<file path="src/common/light_prox_pkg.sv">
// Purpose: constants and carriers for the light and proximity register block
// Assumes: byte-wide register port, 20 MHz clock
// Notes:   part code value is arbitrary
package light_prox_pkg;
  // ----------------------------------------
  // register offsets
  // ----------------------------------------
  localparam logic [7:0] ADDR_PULSE_COUNT = 8'h0E;
  localparam logic [7:0] ADDR_ANALOG_CTRL = 8'h0F;
  localparam logic [7:0] ADDR_PART_ID     = 8'h12;
  localparam logic [7:0] ADDR_STATUS      = 8'h13;
  localparam logic [7:0] ADDR_CLEAR_LOW   = 8'h14;
  localparam logic [7:0] ADDR_CLEAR_HIGH  = 8'h15;
  localparam logic [7:0] ADDR_IR_LOW      = 8'h16;
  localparam logic [7:0] ADDR_IR_HIGH     = 8'h17;
  localparam logic [7:0] ADDR_PROX_LOW    = 8'h18;
  localparam logic [7:0] ADDR_PROX_HIGH   = 8'h19;
  // ----------------------------------------
  // fields, resets, identity
  // ----------------------------------------
  localparam int         STAT_NEAR_BIT    = 5;
  localparam int         STAT_LIGHT_BIT   = 4;
  localparam int         STAT_VALID_BIT   = 0;
  localparam logic [7:0] PULSE_RESET      = 8'h00;
  localparam logic [7:0] CTRL_RESET       = 8'h00;
  localparam logic [7:0] CTRL_WRITE_MASK  = 8'hF3;
  // arbitrary neutral part code
  localparam logic [7:0] PART_CODE        = 8'h5A;
  // ----------------------------------------
  // timing: pulse rate 62.5 kHz at 20 MHz
  // ----------------------------------------
  localparam int         CLOCK_HZ         = 20000000;
  localparam int         PULSE_RATE_HZ    = 62500;
  localparam int         PULSE_PERIOD_CYC = CLOCK_HZ / PULSE_RATE_HZ;
  localparam int         PULSE_HIGH_CYC   = PULSE_PERIOD_CYC / 2;
  // ----------------------------------------
  // carriers
  // ----------------------------------------
  typedef struct packed {
    logic [1:0] drive;
    logic [1:0] diode;
    logic [1:0] gain;
  } analog_ctrl_type;
  typedef struct packed {
    logic [15:0] clear_val;
    logic [15:0] ir_val;
  } light_result_type;
endpackage

</file>
<file path="src/rtl/light_prox_sensor_regs.sv">
// Purpose: register file, shadow reads and proximity pulse sequencing
// Assumes: serial front end gives byte reads/writes with one-cycle strobes
// Notes:   analog settings leave as decoded codes for the analog block
//
// Contract
// - each proximity measurement emits the programmed number of LED pulses.
// - pulses run at a fixed 62.5 kHz rate.
// - one proximity cycle follows each light integration completed while idle, when enabled and the pulse count is nonzero.
// - light integration timing spaces proximity events even with light sensing off.
// - an 8-bit read-only part identification value is readable.
// - status bit 5 shows proximity interrupt active.
// - status bit 4 shows light interrupt active.
// - status bit 0 sets once clear and infrared integration completes.
// - clear and infrared results read as 16-bit low/high byte pairs.
// - reading a low byte latches its high byte into a shadow.
// - light shadow stays unchanged when new integrations complete.
// - proximity result 16-bit at 0x18/0x19, low read latches high.
// - proximity shadow stays intact across a new conversion.
`timescale 1ns/10ps
module light_prox_sensor_regs (
  input  wire logic                             clock,
  input  wire logic                             rst,
  input  wire logic                             reg_wr,
  input  wire logic                             reg_rd,
  input  wire logic [7:0]                       reg_addr,
  input  wire logic [7:0]                       reg_wdata,
  output logic      [7:0]                       reg_rdata,
  input  wire logic                             prox_enable,
  input  wire logic                             integ_done,
  input  wire light_prox_pkg::light_result_type light_result,
  input  wire logic                             light_result_load,
  input  wire logic [15:0]                      prox_result,
  input  wire logic                             prox_result_load,
  input  wire logic                             near_irq_flag,
  input  wire logic                             light_irq_flag,
  input  wire logic                             valid_clear,
  output light_prox_pkg::analog_ctrl_type       analog_ctrl,
  output logic [7:0]                            led_pulse,
  output logic                                  prox_busy,
  output logic                                  prox_done
);
  import light_prox_pkg::*;

  // ----------------------------------------
  // state
  // ----------------------------------------
  typedef enum logic [1:0] {
    PX_IDLE  = 2'b01,
    PX_PULSE = 2'b10
  } prox_state_type;

  prox_state_type   state_q, state_d;
  logic [7:0]       pulse_count_q;
  logic [7:0]       ctrl_q;
  logic [7:0]       pulse_left_q;
  logic [8:0]       tick_q;
  logic             led_q;
  logic             done_q;
  logic             valid_q;
  logic             near_s1_q, near_s2_q, light_s1_q, light_s2_q;
  light_result_type result_q;
  logic [15:0]      prox_q;
  logic [7:0]       clear_shadow_q, ir_shadow_q, prox_shadow_q;
  logic [7:0]       rdata_q;

  // ----------------------------------------
  // decode
  // ----------------------------------------
  function automatic logic hit(input logic [7:0] a, input logic [7:0] b);
    return a == b;
  endfunction

  wire  wr_pulse   = reg_wr && hit(reg_addr, ADDR_PULSE_COUNT);
  wire  wr_ctrl    = reg_wr && hit(reg_addr, ADDR_ANALOG_CTRL);
  wire  rd_clear_l = reg_rd && hit(reg_addr, ADDR_CLEAR_LOW);
  wire  rd_ir_l    = reg_rd && hit(reg_addr, ADDR_IR_LOW);
  wire  rd_prox_l  = reg_rd && hit(reg_addr, ADDR_PROX_LOW);
  function automatic logic [8:0] tick_after(input logic [8:0] t, input logic wrap);
    return wrap ? 9'h000 : t + 9'h001;
  endfunction

  function automatic logic led_level(input logic [8:0] t);
    return t < 9'(PULSE_HIGH_CYC);
  endfunction

  wire        period_end  = (tick_q == 9'(PULSE_PERIOD_CYC - 1));
  wire        last_pulse  = period_end && (pulse_left_q == 8'h01);
  wire        start_prox  = integ_done && prox_enable && (state_q == PX_IDLE);
  wire        have_pulses = (pulse_count_q != 8'h00);
  wire        start_train = start_prox && have_pulses;
  wire        in_train    = (state_q == PX_PULSE);
  wire  [8:0] tick_next   = tick_after(tick_q, period_end);
  wire        led_next    = !last_pulse && led_level(tick_next);
  logic [7:0] status_word;
  logic [7:0] rd_mux;

  // ----------------------------------------
  // status and outputs
  // ----------------------------------------
  // status word: near, light and valid bits
  always_comb begin
    status_word                 = 8'h00;
    status_word[STAT_NEAR_BIT]  = near_s2_q;
    status_word[STAT_LIGHT_BIT] = light_s2_q;
    status_word[STAT_VALID_BIT] = valid_q;
  end

  assign analog_ctrl = '{drive: ctrl_q[7:6], diode: ctrl_q[5:4], gain: ctrl_q[1:0]};
  assign led_pulse   = {7'h00, led_q};
  assign prox_busy   = (state_q == PX_PULSE);
  assign prox_done   = done_q;
  assign reg_rdata   = rdata_q;

  // ----------------------------------------
  // read path
  // ----------------------------------------
  // register read multiplexer
  always_comb begin
    unique case (reg_addr)
      ADDR_PULSE_COUNT: rd_mux = pulse_count_q;
      ADDR_ANALOG_CTRL: rd_mux = ctrl_q & CTRL_WRITE_MASK;
      ADDR_PART_ID:     rd_mux = PART_CODE;
      ADDR_STATUS:      rd_mux = status_word;
      ADDR_CLEAR_LOW:   rd_mux = result_q.clear_val[7:0];
      ADDR_CLEAR_HIGH:  rd_mux = clear_shadow_q;
      ADDR_IR_LOW:      rd_mux = result_q.ir_val[7:0];
      ADDR_IR_HIGH:     rd_mux = ir_shadow_q;
      ADDR_PROX_LOW:    rd_mux = prox_q[7:0];
      ADDR_PROX_HIGH:   rd_mux = prox_shadow_q;
      default:          rd_mux = 8'h00;
    endcase
  end

  // ----------------------------------------
  // pulse state
  // ----------------------------------------
  // start after integration
  always_comb begin
    state_d = state_q;
    unique case (state_q)
      PX_IDLE: begin
        if (start_train) begin
          state_d = PX_PULSE;
        end
      end
      PX_PULSE: begin
        if (last_pulse) begin
          state_d = PX_IDLE;
        end
      end
      default: state_d = PX_IDLE;
    endcase
  end

  // ----------------------------------------
  // registers
  // ----------------------------------------
  // only writable locations decode
  always_ff @(posedge clock) begin
    if (rst) begin
      pulse_count_q <= PULSE_RESET;
    end else begin
      if (wr_pulse) begin
        pulse_count_q <= reg_wdata;
      end
    end
  end

  always_ff @(posedge clock) begin
    if (rst) begin
      ctrl_q <= CTRL_RESET;
    end else begin
      if (wr_ctrl) begin
        ctrl_q <= reg_wdata & CTRL_WRITE_MASK;
      end
    end
  end

  // ----------------------------------------
  // read data register
  // ----------------------------------------
  // holds between reads so a slow host sees a stable byte
  always_ff @(posedge clock) begin
    if (rst) begin
      rdata_q <= 8'h00;
    end else if (reg_rd) begin
      rdata_q <= rd_mux;
    end
  end

  // ----------------------------------------
  // synchronisers
  // ----------------------------------------
  // flags arrive from the interrupt logic outside
  // only the second stage is read; the first may be metastable
  always_ff @(posedge clock) begin
    if (rst) begin
      near_s1_q <= 1'b0;
      near_s2_q <= 1'b0;
    end else begin
      near_s1_q <= near_irq_flag;
      near_s2_q <= near_s1_q;
    end
  end

  always_ff @(posedge clock) begin
    if (rst) begin
      light_s1_q <= 1'b0;
      light_s2_q <= 1'b0;
    end else begin
      light_s1_q <= light_irq_flag;
      light_s2_q <= light_s1_q;
    end
  end

  always_ff @(posedge clock) begin
    if (rst) begin
      valid_q <= 1'b0;
    end else if (light_result_load) begin
      valid_q <= 1'b1;
    end else if (valid_clear) begin
      valid_q <= 1'b0;
    end
  end

  // ----------------------------------------
  // results and shadows
  // ----------------------------------------
  // live results track conversions; shadows change only on low reads
  always_ff @(posedge clock) begin
    if (rst) begin
      result_q <= '0;
    end else if (light_result_load) begin
      result_q <= light_result;
    end
  end

  always_ff @(posedge clock) begin
    if (rst) begin
      prox_q <= 16'h0000;
    end else if (prox_result_load) begin
      prox_q <= prox_result;
    end
  end

  // a later load never touches the shadows
  // latch on low read
  always_ff @(posedge clock) begin
    if (rst) begin
      clear_shadow_q <= 8'h00;
    end else if (rd_clear_l) begin
      clear_shadow_q <= result_q.clear_val[15:8];
    end
  end

  always_ff @(posedge clock) begin
    if (rst) begin
      ir_shadow_q <= 8'h00;
    end else if (rd_ir_l) begin
      ir_shadow_q <= result_q.ir_val[15:8];
    end
  end

  always_ff @(posedge clock) begin
    if (rst) begin
      prox_shadow_q <= 8'h00;
    end else if (rd_prox_l) begin
      prox_shadow_q <= prox_q[15:8];
    end
  end

  // ----------------------------------------
  // pulse sequencer
  // ----------------------------------------
  always_ff @(posedge clock) begin
    if (rst) begin
      state_q <= PX_IDLE;
    end else begin
      state_q <= state_d;
    end
  end

  // done trails the last period by one cycle
  always_ff @(posedge clock) begin
    if (rst) begin
      done_q <= 1'b0;
    end else begin
      done_q <= in_train && last_pulse;
    end
  end

  always_ff @(posedge clock) begin
    if (rst) begin
      pulse_left_q <= 8'h00;
    end else if (!in_train) begin
      pulse_left_q <= pulse_count_q;
    end else if (period_end) begin
      pulse_left_q <= pulse_left_q - 8'h01;
    end
  end

  always_ff @(posedge clock) begin
    if (rst) begin
      tick_q <= 9'h000;
    end else if (!in_train) begin
      tick_q <= 9'h000;
    end else begin
      tick_q <= tick_next;
    end
  end

  // fixed high time
  // idle raises the led at once so the first pulse is full width
  always_ff @(posedge clock) begin
    if (rst) begin
      led_q <= 1'b0;
    end else if (!in_train) begin
      led_q <= start_train;
    end else begin
      led_q <= led_next;
    end
  end

endmodule // light_prox_sensor_regs

</file>
<file path="config.mk">
export PLATFORM = sky130hd
export DESIGN_NAME = light_prox_sensor_regs
export DESIGN_NICKNAME = d
export VERILOG_FILES = /design/src/common/light_prox_pkg.sv /design/src/rtl/light_prox_sensor_regs.sv
export SDC_FILE = /design/constraint.sdc
export NUM_CORES = 1
export LEC_CHECK = 0
export BUFFER_PORTS_ARGS = -buffer_cell sky130_fd_sc_hd__buf_2
export CAP_MARGIN = 25
export CORE_AREA = 2 2 164 86
export DETAILED_ROUTE_END_ITERATION = 12
export DIE_AREA = 0 0 166 88
export SLEW_MARGIN = 20
export SYNTH_ARGS = -nofsm -noshare
export SYNTH_HDL_FRONTEND = slang
export SYNTH_SLANG_ARGS = --single-unit
export TNS_END_PERCENT = 50
</file>
<file path="constraint.sdc">
create_clock -name clock -period 3 [get_ports clock]
set_input_delay 0.3 -clock clock [delete_from_list [all_inputs] [get_ports clock]]
set_output_delay 0.3 -clock clock [all_outputs]
set_load 0.1 [all_outputs]
</file>
# After elaboration in Yosys (flattened, before gate mapping)
# Index checks and enable logic that the tools add are counted.
word_totals:
  register_bits: 120
  output_inout_bits: 24
  elab_cells: 66
  in_bits: 75
op_classes:
  n_eq_ne: 17
  n_bitwise: 1
  order_cmp: 1
  add_sub_neg: 2
  reduce_logical: 16
  muxes: 10
op_table:
  columns: ["cell", "count"]
  rows:
  - ["one-hot mux 8 bit (10 select lines)", 1]
  - ["equality test 8 x 5 -> 1 bit (second input constant)", 8]
  - ["equality test 8 x 4 -> 1 bit (second input constant)", 2]
  - ["2-to-1 mux 8 bit", 2]
  - ["logical AND 1 bit", 11]
  - ["adder 9 x 1 -> 9 bit (second input constant)", 1]
  - ["equality test 9 bit (second input constant)", 1]
  - ["< comparator 9 x 8 -> 1 bit (second input constant)", 1]
  - ["2-to-1 mux 9 bit", 1]
  - ["equality test 8 x 1 -> 1 bit (second input constant)", 1]
  - ["nonzero test 8 bit", 1]
  - ["subtractor 8 x 1 -> 8 bit (second input constant)", 1]
  - ["!= test 2 bit (second input constant)", 3]
  - ["2-to-1 mux 2 bit", 2]
  - ["one-hot mux 2 bit (2 select lines)", 1]
  - ["2-to-1 mux 1 bit", 3]
  - ["equality test 2 x 1 -> 1 bit (second input constant)", 1]
  - ["equality test 2 bit (second input constant)", 1]
  - ["AND reduction 2 bit", 1]
  - ["nonzero test 2 bit", 1]
  - ["OR reduction 2 bit", 1]
  - ["zero test 1 bit", 1]
  - ["NOT 1 bit", 1]

# Depth between registers and ports, before layout
logic_depth:
  word_depth: 5
  depth_mapped: 8
  ltp_nobuf: 6

# Least setup slack after synthesis
# Ideal clock, no wire load.
synth_timing:
  kind: "register to register"
  startpoint: "register state_q[1]"
  endpoint: "register pulse_left_q[5]"
  setup_time_ns: 0.089
  path_stages_with_launch: 6
  period_less_slack_ns: 2.098
  slack_ns: 0.902
  arrival_time_ns: 2.009
  t_required_ns: 2.911
  path_cell_list: "dfxtp_1 -> nor2b_1 -> clkbuf_1 -> clkbuf_1 -> nor2_1 -> a211oi_1"
synth_via:
  elab_chain_cells: 2
synth_lines:
  columns: ["item", "line", "text"]
  rows:
  - ["start, declared", "light_prox_sensor_regs.sv:52", "prox_state_type state_q, state_d;"]
  - ["start signal, assigned", "light_prox_sensor_regs.sv:279", "state_q <= state_d;"]
  - ["equality test 2 bit *", null, null]
  - ["via prox_busy", "light_prox_sensor_regs.sv:39", "output logic prox_busy,"]
  - ["!= test 2 bit (no line) / 2-to-1 mux 8 bit (equally long branches)", null, null]
  - ["end signal, assigned", "light_prox_sensor_regs.sv:296", "pulse_left_q <= pulse_count_q;"]
  - ["end signal, assigned", "light_prox_sensor_regs.sv:298", "pulse_left_q <= pulse_left_q - 8'h01;"]
  - ["end, declared", "light_prox_sensor_regs.sv:55", "logic [7:0] pulse_left_q;"]
# The timed path passes the listed nets; every way through them passes the cells marked *.
# A chain may end at the register's enable or synchronous reset.

# Final worst setup path
layout_timing:
  startpoint: "register tick_q[0]"
  endpoint: "register pulse_left_q[5]"
layout_via:
  elab_chain_cells: 2
layout_lines:
  columns: ["item", "line", "text"]
  rows:
  - ["start, declared", "light_prox_sensor_regs.sv:56", "logic [8:0] tick_q;"]
  - ["start signal, assigned", "light_prox_sensor_regs.sv:308", "tick_q <= tick_next;"]
  - ["equality test 9 bit", "light_prox_sensor_regs.sv:86", "wire period_end = (tick_q == 9'(PULSE_PERIOD_CYC - 1));"]
  - ["!= test 2 bit (no line)", null, null]
# Every way passes these cells.

==> results.json <==
{
  "cp_top_family": "simple AND/OR/NAND/NOR gates",
  "path_cells": "ha_1, nand2_1, nor4_1, nand2_1, xor2_1, a211oi_1",
  "path_clk_slew_ns": 0.06,
  "power.density_mw_per_mm2": 628,
  "root_buffer": "clkbuf_16",
  "layout-drive-gt1-share_pct": 22.1,
  "hold_class": "input port to flip-flop",
  "synthAdderAreaFrac_pct": 0.727,
  "cp_slowest_cell": "nor4_1",
  "fin_setup_tns_ns": 0,
  "dp_hpwl_mm": 10.4,
  "grt_overflow": 0,
  "rsz0062_at_grt": "no",
  "rows": 30,
  "fin_util_pct": 47.7,
  "num_vias": 4352,
  "period_minus_slack_ns": 2.20,
  "wl_per_cell_um": 16.9,
  "yosys_warnings": 0,
  "start_kind": "flip-flop",
  "ir_drop_mv": 0.324,
  "nNetsFinal": 722,
  "postCtsSetupBuffers": 0,
  "synthArstFlopShare_pct": 0,
  "synth-main-ff-cell": "dfxtp_1",
  "port_buffers": 91,
  "core_area_sq_mm": 0.0132,
  "avgSynthCellArea_sq_um": 9.10,
  "yosys.area.top_type": "dfxtp_1",
  "endpoint_kind": "flip-flop",
  "synth_compound_area_share_pct": 9.93,
  "synthMuxAreaShare_pct": 16.5,
  "synth.area.top_cells": "dfxtp_1 (47%), mux2i_1 (13%), nor2_1 (6.2%)",
  "dp_worst_setup_slack_ns": 0.587,
  "drc": 0,
  "grt_pass1_wl_mm": 22.6,
  "yosysMostFrequentCell": "dfxtp_1",
  "drt-pass1-iter-count": 5,
  "max_freq_mhz": 455,
  "n_antenna_cell": 0,
  "path_class": "flip-flop to flip-flop",
  "pin_count": 99,
  "antenna_found_initial": 0,
  "cts_max_level": 4,
  "grt_pass1_vias": 4176,
  "grt_usage_pct": 20.2,
  "synth_area_sq_mm": 0.00517,
  "setup-violations-final": 0,
  "die_w_um": 166,
  "status": "complete, no violations",
  "crit_buf_inv": 0,
  "worstPathMaxFanout": 5,
  "critPathMaxStageDelay_ns": 0.66,
  "slew_headroom_pct": 36.0,
  "final_max_slew_viol_count": 0,
  "initial_utilization_pct": 39.2,
  "gp_congestion": 0.888,
  "cts_resized": 0,
  "synthXorXnorAreaFrac_pct": 1.86,
  "cts_buffers": 17,
  "synth_top_family_by_area": "simple AND/OR/NAND/NOR gates",
  "synth-simple-area-share_pct": 20.0,
  "grt_max_degree": 74,
  "syn-instance-count": 568,
  "crit_required_ns": 3.31,
  "drt_iter0_drc": 287,
  "tightest_slew_ns": 0.960,
  "cts.path.max_buffers": 2,
  "p_leak_nw": 2.64,
  "die_h_um": 88,
  "max-cap-violations": 0,
  "synth.top_cells.by_count": "dfxtp_1 (120), nor2_1 (86), mux2i_1 (66), nand2_1 (59), a21oi_1 (40)",
  "final_antenna_net_count": 0,
  "dieArea_sq_mm": 0.0146,
  "synth_edf_count": 0,
  "cts_sinks": 120,
  "finalCritPeriodShare_pct": 73.2,
  "netlist.area_leader.share_pct": 46.5,
  "clk_latency_ns": 0.41,
  "worst_slack_ns": 0.804,
  "routed_via_density": 5.22,
  "synth-seq-area-share_pct": 46.5,
  "cp.arrival_ns": 2.51,
  "synth-seq-cells": 120,
  "drt-total-wl_mm": 14.1,
  "crit_path_frequent_cell": "nand2_1",
  "ctsHoldBuffers": 0,
  "area_growth_pct": 21.7,
  "hold_viol_final": 0,
  "cts_tree": "built",
  "ys_types": 56,
  "fin_worst_skew_ns": 0.00761
}
[worst register-to-register path: stages, from the launching register on]
cell      delay (ns)
dfxtp_1         0.37
ha_1            0.30
nand2_1         0.20
nor4_1          0.66
nand2_1         0.16
xor2_1          0.17
a211oi_1        0.25
[layer usage]
layer	wire length [um]	part of all wire (%)	GRT usage, %	vias up
met5	0	0	0	-
met4	118	0.84	7.27	0
met3	1040	7.4	5.87	15
met2	5250	37	26.4	155
met1	7670	55	30.9	2063
li1	-	-	-	2119
[placed cells by master, fill, tap and decap left out, types with 4 or more instances in the layout]
cell type and instances:
inv_1 6, xnor2_1 5, nor4_1 4, nor3_1 4, dfxtp_1 120, o21ai_0 12
mux2i_1 66, mux2_2 5, buf_4 6, buf_2 90, nand2_1 59, clkbuf_16 17
a21oi_1 40, nand4_1 4, conb_1 7, nand2b_1 6, nor2b_1 10, mux4_2 6
xor2_1 6, clkinvlp_4 4, nor2_1 86, a211oi_1 6, nand3_1 24, and3_1 4
[path summary, 6_finish.rpt]
path	start	end	slack, ns	depth (start not counted)
max	tick_q[0]	pulse_left_q[5]	0.80	6
min	light_result[29]	result_q[29]	0.12	3
max reg2reg	tick_q[0]	pulse_left_q[5]	0.80	6
min reg2reg	near_s1_q	near_s2_q	0.45	1
[final cells by class]
cell class	instances	area (sq um)
inverter	6	22.5
tap	176	220
clock inverter	14	149
fill	1250	6890
timing repair buffer	96	495
sequential	120	2400
multi-input combinational	403	2560
clock buffer	18	439
[cell families after synthesis]
logic type	count (synthesis)
mux	77
buf+inv	51
fa+ha+maj	3
other cells	1
flops	120
compound gates	83
simple gates	222
xor+xnor	11
[power breakdown]
group	internal (W)	total (W)	switching, W
clock	0.00125	0.00203	0.000778
combinational	0.0000985	0.000257	0.000159
sequential	0.00164	0.00166	0.0000281
total	0.00298	0.00395	0.000965
[metrics by stage]
step                      hold slack (ns)  cells  total power [W]  instance area, sq um
final                               0.116    833          0.00395                  6290
after global routing                0.116    833          0.00409                  6290
after CTS                           0.107    833          0.00398                  6290
after detailed placement            0.427    801          0.00195                  5700
after global placement              0.430    801          0.00195                  5700
after floorplan                     0.414    574          0.00187                  5190
[sequential cells by signal, summed over array words and instances, names as in the netlist]
register / count
result_q: 32
reg_rdata: 8
near_s2_q: 1
light_s2_q: 1
led_q: 1
ir_shadow_q: 8
tick_q: 9
ctrl_q: 6
clear_shadow_q: 8
near_s1_q: 1
prox_q: 16
prox_done: 1
light_s1_q: 1
valid_q: 1
pulse_count_q: 8
prox_shadow_q: 8
state_q: 2
pulse_left_q: 8
Note: power is estimated with default switching activity, not from simulation.
